File: src/core/mac_csr_pkg.sv
// Package with offsets, field layouts and reset values of the register head.
package mac_csr_pkg;

    // ------------------------------------------------------------------
    // Bus geometry
    // ------------------------------------------------------------------
    localparam int ADDR_W = 9;
    localparam int DATA_W = 32;

    // ------------------------------------------------------------------
    // Byte offsets and the derived word addresses
    // ------------------------------------------------------------------
    localparam logic [11:0] VERSION_OFFS = 12'h000;
    localparam logic [11:0] SCRATCH_OFFS = 12'h004;
    localparam logic [11:0] CONTROL_OFFS = 12'h008;
    localparam logic [11:0] ADDR_LOW_OFFS = 12'h00c;
    localparam logic [11:0] ADDR_HIGH_OFFS = 12'h010;

    // Word address seen on the port: the byte offset shifted right by two.
    function automatic logic [ADDR_W-1:0] word_addr(input logic [11:0] offs);
        word_addr = offs[ADDR_W+1:2];
    endfunction

    // ------------------------------------------------------------------
    // Field positions
    // ------------------------------------------------------------------
    localparam int CORE_REV_LSB = 0;
    localparam int CUST_REV_LSB = 16;
    localparam int SOFT_REINIT_BIT = 13;
    localparam logic [31:0] CONTROL_SWRST_CLR = 32'h0000_0003;
    localparam int ADDR_HIGH_W = 16;

    // ------------------------------------------------------------------
    // Reset values
    // ------------------------------------------------------------------
    localparam logic [31:0] SCRATCH_RST = 32'h0000_0000;
    localparam logic [31:0] CONTROL_RST = 32'h0000_0000;
    localparam logic [31:0] ADDR_LOW_RST = 32'h0000_0000;
    localparam logic [15:0] ADDR_HIGH_RST = 16'h0000;

    // Answer for unmapped reads; also the read data held in reset.
    localparam logic [31:0] READ_IDLE = 32'h0000_0000;

endpackage

File: src/core/mac_control_register_head.sv
// Front part of the control and status register bank of the MAC.
`timescale 1ns/100ps
module mac_control_register_head
    import mac_csr_pkg::*;
#(
    parameter logic [15:0] customer_revision_param = 16'h0000,
    // Core revision code; value is arbitrary.
    parameter logic [15:0] CORE_REVISION = 16'h0001
) (
    // Clock and reset
    input wire logic clk_i,
    input wire logic rst_n_i,
    // Register port
    input wire logic [mac_csr_pkg::ADDR_W-1:0] address_i,
    input wire logic read_i,
    input wire logic write_i,
    input wire logic [mac_csr_pkg::DATA_W-1:0] writedata_i,
    output logic [mac_csr_pkg::DATA_W-1:0] readdata_o,
    output logic waitrequest_o,
    // Configuration towards the core
    output logic [31:0] control_o,
    output logic [47:0] station_addr_o,
    output logic soft_reinit_o
);
    import mac_csr_pkg::*;

    // ------------------------------------------------------------------
    // Elaboration checks
    // ------------------------------------------------------------------

    // The read mux and the field slices below are laid out for a 32-bit
    // word and a 9-bit word address; any other geometry is refused here
    // rather than truncated silently.
    if (DATA_W != 32 || ADDR_W != 9) begin : g_bad_geometry
        $error("register head supports only 32-bit data, 9-bit address");
    end

    // The high address word keeps 16 bits; a wider field would overlap
    // the reserved half that must read as zero.
    if (ADDR_HIGH_W != 16) begin : g_bad_addr_high
        $error("high station-address field must be 16 bits wide");
    end

    // The trigger bit must not sit on the two enable bits that the
    // software reset clears, or the word could never be re-enabled.
    if (SOFT_REINIT_BIT < 2 || SOFT_REINIT_BIT > 31) begin : g_bad_reinit
        $error("software-reset bit must lie between bits 2 and 31");
    end

    // Mask of the reinit trigger bit inside the control word.
    localparam logic [31:0] REINIT_MASK = 32'h0000_0001 << SOFT_REINIT_BIT;

    // ------------------------------------------------------------------
    // Access phase
    // ------------------------------------------------------------------

    // One wait cycle on every read so the data comes from a flip-flop;
    // writes complete at once, except a control write that meets the
    // software-reset pulse: that one waits a cycle so the clear cannot
    // swallow it. The host holds its request meanwhile.
    logic read_done_reg;
    logic read_wait;
    logic ctl_wait;
    logic ctl_sel;
    logic [31:0] scratch_word_reg;
    logic [31:0] control_reg;
    logic [31:0] addr_low_reg;
    logic [ADDR_HIGH_W-1:0] addr_high_reg;
    logic [31:0] read_next;
    logic wr_scratch;
    logic wr_control;
    logic wr_low;
    logic wr_high;
    logic reinit_req;

    always_ff @(posedge clk_i or negedge rst_n_i) begin
        if (!rst_n_i) begin
            read_done_reg <= 1'b0;
        end else begin
            read_done_reg <= read_i && !read_done_reg;
        end
    end

    // A read stalls in its first cycle only.
    assign read_wait = read_i && !read_done_reg;

    // A control write arriving while the pulse stands would be lost to the
    // clear below; holding it one cycle lets it land after the clear.
    assign ctl_wait = write_i && ctl_sel && soft_reinit_o;

    assign waitrequest_o = read_wait || ctl_wait;

    // ------------------------------------------------------------------
    // Write decode
    // ------------------------------------------------------------------

    // Word addresses compared directly: byte offset over four. A control
    // write is taken only once it is no longer stalled.
    assign ctl_sel = address_i == word_addr(CONTROL_OFFS);
    assign wr_scratch = write_i && address_i == word_addr(SCRATCH_OFFS);
    assign wr_control = write_i && ctl_sel && !ctl_wait;
    assign wr_low = write_i && address_i == word_addr(ADDR_LOW_OFFS);
    assign wr_high = write_i && address_i == word_addr(ADDR_HIGH_OFFS);
    assign reinit_req = wr_control && writedata_i[SOFT_REINIT_BIT];

    soft_reinit_pulse u_reinit (
        .clk_i(clk_i),
        .rst_n_i(rst_n_i),
        .req_i(reinit_req),
        .pulse_o(soft_reinit_o)
    );

    // ------------------------------------------------------------------
    // Storage
    // ------------------------------------------------------------------

    // Scratch ignores software reset. The version word has no store, so a
    // write to it is dropped.
    always_ff @(posedge clk_i or negedge rst_n_i) begin
        if (!rst_n_i) begin
            scratch_word_reg <= SCRATCH_RST;
        end else if (wr_scratch) begin
            scratch_word_reg <= writedata_i;
        end
    end

    // Software reset forces only the two low enable bits to zero and keeps
    // every other bit. The reinit bit is a trigger and is never stored, so
    // a read-modify-write of the word cannot start a second reset.
    always_ff @(posedge clk_i or negedge rst_n_i) begin
        if (!rst_n_i) begin
            control_reg <= CONTROL_RST;
        end else if (soft_reinit_o) begin
            control_reg <= control_reg & ~CONTROL_SWRST_CLR;
        end else if (wr_control) begin
            control_reg <= writedata_i & ~REINIT_MASK;
        end
    end

    // Low station-address word, bit for bit onto address bits 0 to 31.
    always_ff @(posedge clk_i or negedge rst_n_i) begin
        if (!rst_n_i) begin
            addr_low_reg <= ADDR_LOW_RST;
        end else if (wr_low) begin
            addr_low_reg <= writedata_i;
        end
    end

    // Upper halfword discarded.
    always_ff @(posedge clk_i or negedge rst_n_i) begin
        if (!rst_n_i) begin
            addr_high_reg <= ADDR_HIGH_RST;
        end else if (wr_high) begin
            addr_high_reg <= writedata_i[ADDR_HIGH_W-1:0];
        end
    end

    // ------------------------------------------------------------------
    // Read path
    // ------------------------------------------------------------------

    // Unmapped word addresses answer zero rather than stalling the host.
    always_comb begin
        read_next = READ_IDLE;
        case (address_i)
            word_addr(VERSION_OFFS): begin
                read_next = {customer_revision_param,
                             CORE_REVISION};
            end
            word_addr(SCRATCH_OFFS): begin
                read_next = scratch_word_reg;
            end
            word_addr(CONTROL_OFFS): begin
                read_next = control_reg;
            end
            word_addr(ADDR_LOW_OFFS): begin
                read_next = addr_low_reg;
            end
            word_addr(ADDR_HIGH_OFFS): begin
                read_next = {16'h0000, addr_high_reg};
            end
            default: begin
                read_next = READ_IDLE;
            end
        endcase
    end

    // Read data is captured in the stalled first cycle of a read and then
    // stands until the next read is captured, so a slow host still sees it.
    always_ff @(posedge clk_i or negedge rst_n_i) begin
        if (!rst_n_i) begin
            readdata_o <= READ_IDLE;
        end else if (read_i && !read_done_reg) begin
            readdata_o <= read_next;
        end
    end

    // ------------------------------------------------------------------
    // Configuration outputs
    // ------------------------------------------------------------------

    // Straight from the registers, so the core sees no decode glitches.
    assign control_o = control_reg;
    assign station_addr_o = {addr_high_reg, addr_low_reg};

endmodule

File: src/core/soft_reinit_pulse.sv
// Turns a written software-reset bit into a single-cycle reset pulse.
`timescale 1ns/100ps
module soft_reinit_pulse (
    // Clock and reset
    input wire logic clk_i,
    input wire logic rst_n_i,
    // Request from the control word write
    input wire logic req_i,
    // One-cycle software reset
    output logic pulse_o
);

    // ------------------------------------------------------------------
    // Pulse register
    // ------------------------------------------------------------------

    // Registered so the reset lands one cycle after the write is taken,
    // which keeps it apart from the store of the control word itself.
    always_ff @(posedge clk_i or negedge rst_n_i) begin
        if (!rst_n_i) begin
            pulse_o <= 1'b0;
        end else begin
            pulse_o <= req_i;
        end
    end

endmodule

File: config.mk
export PLATFORM = sky130hd
export DESIGN_NAME = mac_control_register_head
export DESIGN_NICKNAME = d
export VERILOG_FILES = /design/src/core/mac_csr_pkg.sv /design/src/core/mac_control_register_head.sv /design/src/core/soft_reinit_pulse.sv
export SDC_FILE = /design/constraint.sdc
export NUM_CORES = 1
export LEC_CHECK = 0
export BUFFER_PORTS_ARGS = -buffer_cell sky130_fd_sc_hd__buf_2
export CORE_MARGIN = 2
export CORE_UTILIZATION = 48
export DETAILED_ROUTE_END_ITERATION = 7
export PLACE_DENSITY = 0.79
export SLEW_MARGIN = 20
export SYNTH_ARGS = -nofsm -noshare
export SYNTH_HDL_FRONTEND = slang
export SYNTH_SLANG_ARGS = --single-unit
File: constraint.sdc
create_clock -name clk_i -period 1.44 [get_ports clk_i]
set_input_delay 0.288 -clock clk_i [delete_from_list [all_inputs] [get_ports clk_i]]
set_output_delay 0.288 -clock clk_i [all_outputs]
set_load 0.05 [all_outputs]
==> reports/results.txt, run 1 <==
max-slew violation count: 0
per-cell routed wire length: 20.69 um
final critical-path setup slack: -146.6 ps
Layout Nets: 732
proportion of layout cells with a drive suffix above 1: 51.22%
DRC violation total after the first TritonRoute iteration: 331
DP Wirelength: 12.16 mm
vertical die dimension: 119.5 um
Clock Skews: 10.37 ps
setup violators final: 31
synthesized area per cell: 13.03 um2
total area of multi-input combinational cells: 2720 um2
CTS tree: done
maximum clock frequency: 0.6303 GHz
Initial Utilization: 48.70%
most used flip-flop cell after synthesis: sky130_fd_sc_hd__dfrtp_1
share of flip-flops with an asynchronous set or reset after synthesis: 100.0%
RSZ-0062 raised after global routing: true
Mapped Nets: 536
Worst Path Class, Setup: reg -> out
count of H-tree levels built during CTS: 4
Worst-Skew Late Latency: 420 ps
required time of the worst setup path: 1150 ps
Via-to-Cell Ratio: 5.634
clock buffers created by TritonCTS: 17
number of clock sinks: 145
violations in the final reports: negative setup slack
Cell Pwr Density: 1086 nW/um2
CP Capture Type: output pin
Util after Layout: 64.84%
data arrival time of the worst path: 1300 ps
grt ovf: 0
Worst-path clk slew: 60 ps
count of mapped cells out of synthesis: 491
synth warn: 0
number of storage elements in the synthesis netlist: 145
x dimension of the die: 119.5 um
antenna violations before repair: 1
largest fanout on the critical path: 2
crit share post-route: 110.2%
placement-stage worst setup slack: -332.0 ps
path type of the worst min-delay path: in -> reg
overall power after layout: 9.248 mW
count of unique library cells instantiated by Yosys: 33
count of filler cells inserted in the layout: 982
Row Count: 42
worst ir drop on vdd: 0.8964 mV
1st-pass router iterations: 7
antenna cell count: 0
I/O pins: 159
area taken by flip-flops and latches: 3630 um2
weighted congestion reported at the end of routability-driven placement: 0.8427
CTS root buffer: sky130_fd_sc_hd__clkbuf_16
leakage power figure: 4.567 nW
port bufs: 157
post-synthesis cell area: 6399 um2
post-detailed-routing wire length: 18.10 mm
CTS max path bufs: 2
wire length of the first global-routing pass: 28.11 mm
endpoints failing hold: 0
result of the run: finished, violations left
via count: 4930
number of global-route vias before repair: 5214
Total Die Area: 14270 um2
post-route minimum period: 1587 ps
crit path launch type: register
Area Overhead vs Synth: 33.12%
post-synthesis sequential area ratio: 56.71%
post-route ant nets: 0
number of max-capacitance violations reported: 0
core area: 13140 um2
number of flops mapped to enable cells by yosys: 0
Tot GR Track Use: 25.65%
largest net degree at the start of global routing: 50
count of unresolved DRC violations after routing: 0
-- Yosys cell counts, types with 6 or more instances --
| cell type | instances | area share, % |
|---|---|---|
| sky130_fd_sc_hd__clkbuf_1 | 11 | 0.65 |
| sky130_fd_sc_hd__a21oi_1 | 28 | 2.2 |
| sky130_fd_sc_hd__o21ai_0 | 34 | 2.7 |
| sky130_fd_sc_hd__buf_2 | 13 | 1.0 |
| sky130_fd_sc_hd__nor2_1 | 28 | 1.6 |
| sky130_fd_sc_hd__a22oi_1 | 6 | 0.70 |
| sky130_fd_sc_hd__a22o_1 | 14 | 1.9 |
| sky130_fd_sc_hd__mux2i_1 | 25 | 3.9 |
| sky130_fd_sc_hd__nand2_1 | 35 | 2.1 |
| sky130_fd_sc_hd__mux2_2 | 83 | 15 |
| sky130_fd_sc_hd__mux2_4 | 30 | 7.0 |
| sky130_fd_sc_hd__dfrtp_1 | 145 | 57 |
-- layout by cell type, fill, tap and decap left out, types with 7 or more instances in the layout --
| master | Yosys | layout |
|---|---|---|
| sky130_fd_sc_hd__buf_4 | 3 | 36 |
| sky130_fd_sc_hd__mux2_4 | 30 | 59 |
| sky130_fd_sc_hd__mux2i_1 | 25 | 25 |
| sky130_fd_sc_hd__clkbuf_16 | 0 | 19 |
| sky130_fd_sc_hd__a22o_1 | 14 | 14 |
| sky130_fd_sc_hd__buf_12 | 0 | 9 |
| sky130_fd_sc_hd__nor2_1 | 28 | 27 |
| sky130_fd_sc_hd__nand2_1 | 35 | 35 |
| sky130_fd_sc_hd__mux2_2 | 83 | 54 |
| sky130_fd_sc_hd__buf_6 | 5 | 7 |
| sky130_fd_sc_hd__a21oi_1 | 28 | 28 |
| sky130_fd_sc_hd__buf_2 | 13 | 150 |
| sky130_fd_sc_hd__o21ai_0 | 34 | 32 |
| sky130_fd_sc_hd__dfrtp_1 | 145 | 144 |
-- per-layer routing --
layer  global-route usage, %  vias up  share of wire [%]
li1                        -     2129                  -
met1                   32.57     2505                 41
met2                   42.18      258                 49
met3                   6.992       38                8.4
met4                   9.412        0                2.1
met5                       0        -                  0
-- critical path, cell delays in order, from the launching register on --
cell and delay [ps]:
sky130_fd_sc_hd__dfrtp_2 400, sky130_fd_sc_hd__inv_2 60, sky130_fd_sc_hd__buf_6 110, sky130_fd_sc_hd__o21ai_4 130, sky130_fd_sc_hd__buf_6 180
-- per-stage QoR --
step	instance area [um2]	TNS, ps	hold WS [ps]	instances
final	8518	-1820	112.8	875
after global routing	8518	-3108	117.4	875
after CTS	8453	-1627	110.7	874
after detailed placement	7797	-30150	220.6	837
after global placement	7797	-23690	213.6	837
after floorplan	6565	-12950	-7.591	491
-- final cells by class --
cell class	instances	share of cell area (%)
multi-input combinational	311	31.93
clock buffer	26	5.861
clock inverter	5	0.6169
timing repair buffer	209	16.26
tap	176	2.585
inverter	3	0.1322
sequential	145	42.61
-- kinds of logic (layout without fill, tap and decap cells) --
| kind of cell | count (synthesis) | count (layout) | share of synthesized area, % |
|---|---|---|---|
| flip-flops | 145 | 145 | 56.71 |
| multiplexers | 140 | 140 | 25.91 |
| AND/OR/NAND/NOR | 86 | 86 | 6.551 |
| AO/OA/AOI/OAI | 84 | 84 | 7.704 |
| buffers and inverters | 35 | 243 | 3.070 |
| other | 1 | 1 | 0.05861 |
-- path summary, 6_finish.rpt --
check                                           start                         endpoint  slack (ps)  cells past startpoint
max                        u_reinit.pulse_o$_DFF_PN0_                    waitrequest_o        -150                      4
min                                   writedata_i[31]     addr_low_reg[31]$_DFFE_PN0P_         110                      2
max reg2reg                u_reinit.pulse_o$_DFF_PN0_         control_o[5]$_DFFE_PN0P_         -80                      5
min reg2reg                readdata_o[18]$_DFFE_PN0P_       readdata_o[18]$_DFFE_PN0P_         480                      2
max in group asynchronous                     rst_n_i      addr_low_reg[7]$_DFFE_PN0P_         480                      3
min in group asynchronous                     rst_n_i  scratch_word_reg[1]$_DFFE_PN0P_         380                      2
-- what timing repair did --
action                                  in CTS  in global routing
hold endpoints to repair                    31                  0
resized for setup                           17                  8
cloned                                       0                  2
setup buffers                                6                  0
hold buffers                                 1                  0
pin swaps                                    3                  0
endpoints found under the setup margin       1                 34
-- report_power, final --
group	internal (mW)	switching, mW	leakage, nW
Clock	2.54	1.60	0.270
Combinational	0.305	0.570	2.28
Sequential	4.16	0.0706	2.01
Total	7.01	2.24	4.57
Note: power is estimated with default switching activity, not from simulation.
==> run 2: changes to the inputs <==
- PLACE_DENSITY: 0.79 -> 0.76
- clock period: 1.44 -> 1.92 ns (I/O delays scaled with it)
==> run 2 against run 1 <==
Compared with the run above:
- the flow now finishes without violations
- clock power down 24%
- total power down 25%
- combinational power down 30%
- clock skew down 6.1 ps
- non-clock buffer count down 18
- worst setup slack better by 230 ps
- first-iteration DRC count down 15%
- sequential share of layout area up 1.9 points
- sequential power down 25%
- largest cell class unchanged
- highest routed layer unchanged
==> reports/results.txt, run 2 (synthesized netlist as in run 1, its figures left out) <==
result of the run: complete, no violations (was finished, violations left)
Row Count: 42 (unchanged)
count of filler cells inserted in the layout: 1031 (was 982)
vertical die dimension: 119.5 um (unchanged)
post-route minimum period: 1834 ps
Cell Pwr Density: 851.5 nW/um2 (was 1086 nW/um2)
path type of the worst min-delay path: in -> reg (unchanged)
Layout Nets: 714 (was 732)
core area: 13140 um2 (unchanged)
setup violators final: 0 (was 31)
antenna violations before repair: 0 (was 1)
Area Overhead vs Synth: 27.26% (was 33.12%)
Worst Path Class, Setup: in -> out (was reg -> out)
post-route ant nets: 0 (unchanged)
CP Capture Type: output pin (unchanged)
grt ovf: 0 (unchanged)
reg-to-reg critical path endpoint: readdata_o[4]$_DFFE_PN0P_ (was control_o[5]$_DFFE_PN0P_)
wire length of the first global-routing pass: 26.23 mm (was 28.11 mm)
slew at the pin closest to its max-slew limit: 714.9 ps
reg-to-reg setup timing slack: 400 ps (was -80 ps)
busiest grt layer: met2 (unchanged)
post-detailed-routing wire length: 16.90 mm (was 18.10 mm)
maximum clock frequency: 0.5452 GHz
met1 usage in global routing: 30.41% (was 32.57%)
Tot GR Track Use: 24.23% (was 25.65%)
worst reg-to-reg path cell count: 5 (unchanged)
count of H-tree levels built during CTS: 4 (unchanged)
total area of multi-input combinational cells: 2589 um2 (was 2720 um2)
clock buffers created by TritonCTS: 17 (unchanged)
CTS tree: done (unchanged)
number of max-capacitance violations reported: 0 (unchanged)
met2 track demand over resource: 40.29% (was 42.18%)
number of global-route vias before repair: 4868 (was 5214)
per-cell routed wire length: 19.75 um (was 20.69 um)
endpoints failing hold: 0 (unchanged)
Via-to-Cell Ratio: 5.508 (was 5.634)
placement-stage worst setup slack: -192.0 ps (was -332.0 ps)
post-route cell area: 8143 um2 (was 8518 um2)
max-slew violation count: 0 (unchanged)
endpoint of the worst hold-timing path: scratch_word_reg[17]$_DFFE_PN0P_ (was addr_low_reg[31]$_DFFE_PN0P_)
port bufs: 157 (unchanged)
Worst-path clk slew: 60 ps (about the same)
remaining max-slew budget at the tightest pin: 52.12%
Total Die Area: 14270 um2 (unchanged)
CTS max path bufs: 2 (unchanged)
final critical-path setup slack: 85.93 ps (was -146.6 ps)
DP Wirelength: 11.42 mm (was 12.16 mm)
cell depth of the worst min-delay path: 2 (unchanged)
worst ir drop on vdd: 0.6193 mV (was 0.8964 mV)
required time of the worst setup path: 1540 ps (was 1150 ps)
leakage power figure: 4.420 nW (was 4.567 nW)
CTS root buffer: sky130_fd_sc_hd__clkbuf_16 (unchanged)
data arrival time of the worst path: 1450 ps (was 1300 ps)
worst min-delay path startpoint: writedata_i[17] (was writedata_i[31])
via count: 4715 (was 4930)
x dimension of the die: 119.5 um (unchanged)
area post-placement: 7559 um2 (was 7797 um2)
Clock Skews: 4.265 ps (was 10.37 ps)
Reg-to-Reg Start: read_done_reg$_DFF_PN0_ (was u_reinit.pulse_o$_DFF_PN0_)
post-route worst hold slack: 224.0 ps (was 112.8 ps)
Util after Layout: 61.98% (was 64.84%)
Initial Utilization: 48.70% (unchanged)
DRC violation total after the first TritonRoute iteration: 280 (was 331)
antenna cell count: 0 (unchanged)
proportion of layout cells with a drive suffix above 1: 49.56% (was 51.22%)
overall power after layout: 6.934 mW (was 9.248 mW)
crit share post-route: 95.52%
weighted congestion reported at the end of routability-driven placement: 0.8384 (was 0.8427)
I/O pins: 159 (unchanged)
most common cell after layout, fill and taps aside: sky130_fd_sc_hd__buf_2 (unchanged)
source of the critical timing path: address_i[0] (was u_reinit.pulse_o$_DFF_PN0_)
Worst-Skew Late Latency: 420 ps (about the same)
largest fanout on the critical path: 2 (unchanged)
1st-pass router iterations: 5 (was 7)
largest net degree at the start of global routing: 81 (was 50)
count of unresolved DRC violations after routing: 0 (unchanged)
number of clock sinks: 145 (unchanged)
met3 GRT Util: 7.998% (was 6.992%)
crit path launch type: primary input (was register)
most used cells in the layout excluding fill and tap cells: sky130_fd_sc_hd__buf_2, sky130_fd_sc_hd__dfrtp_1, sky130_fd_sc_hd__mux2_2 (was sky130_fd_sc_hd__buf_2, sky130_fd_sc_hd__dfrtp_1, sky130_fd_sc_hd__mux2_4)
RSZ-0062 raised after global routing: false (was true)
area taken by flip-flops and latches: 3628 um2 (was 3630 um2)
-- run 2: where the power goes --
group	internal [mW]	switching (mW)	total, mW
combinational	0.196	0.415	0.611
clock	1.96	1.19	3.15
sequential	3.12	0.0493	3.17
-- run 2: per-stage QoR --
| step | instances | setup TNS, ps |
|---|---|---|
| floorplan | 491 | 0 |
| global placement | 823 | -178.5 |
| detailed placement | 823 | -2855 |
| CTS | 855 | 0 |
| global route | 856 | 0 |
| finish | 856 | 0 |
-- run 2: layer usage --
layer / part of all wire [%] / vias up
met5: 0 / -
li1: - / 2098
met3: 7.8 / 12
met4: 0.80 / 0
met2: 50 / 180
met1: 42 / 2425
-- run 2: layout make-up --
cell class | count | area share (%)
sequential | 145 | 44.56
inverter | 3 | 0.1383
multi-input combinational | 311 | 31.79
timing repair buffer | 191 | 14.00
tap | 176 | 2.704
clock buffer | 24 | 5.793
clock inverter | 6 | 1.014
-- run 2: what timing repair did --
action                                  CTS  global route
endpoints found under the hold margin    65             0
hold buffers                              1             0
pin swaps                                 1             2
resized for setup                         0             2
setup buffers                             1             1
endpoints found under the setup margin    1             1
-- run 2: worst max-delay path by stage --
stage                           endpoint  slack [ps]
6_report                   waitrequest_o          90
2_1_floorplan              waitrequest_o          30
5_1_grt                    waitrequest_o          20
4_1_cts                    waitrequest_o           9
3_3_place_gp               waitrequest_o         -30
3_5_place_dp   readdata_o[4]$_DFFE_PN0P_        -190
-- run 2: worst max-delay path, cell delays in order --
cell and delay (ps):
sky130_fd_sc_hd__buf_2 140, sky130_fd_sc_hd__nor4b_4 380, sky130_fd_sc_hd__nand4_1 190, sky130_fd_sc_hd__o21ai_2 150
sky130_fd_sc_hd__buf_4 210
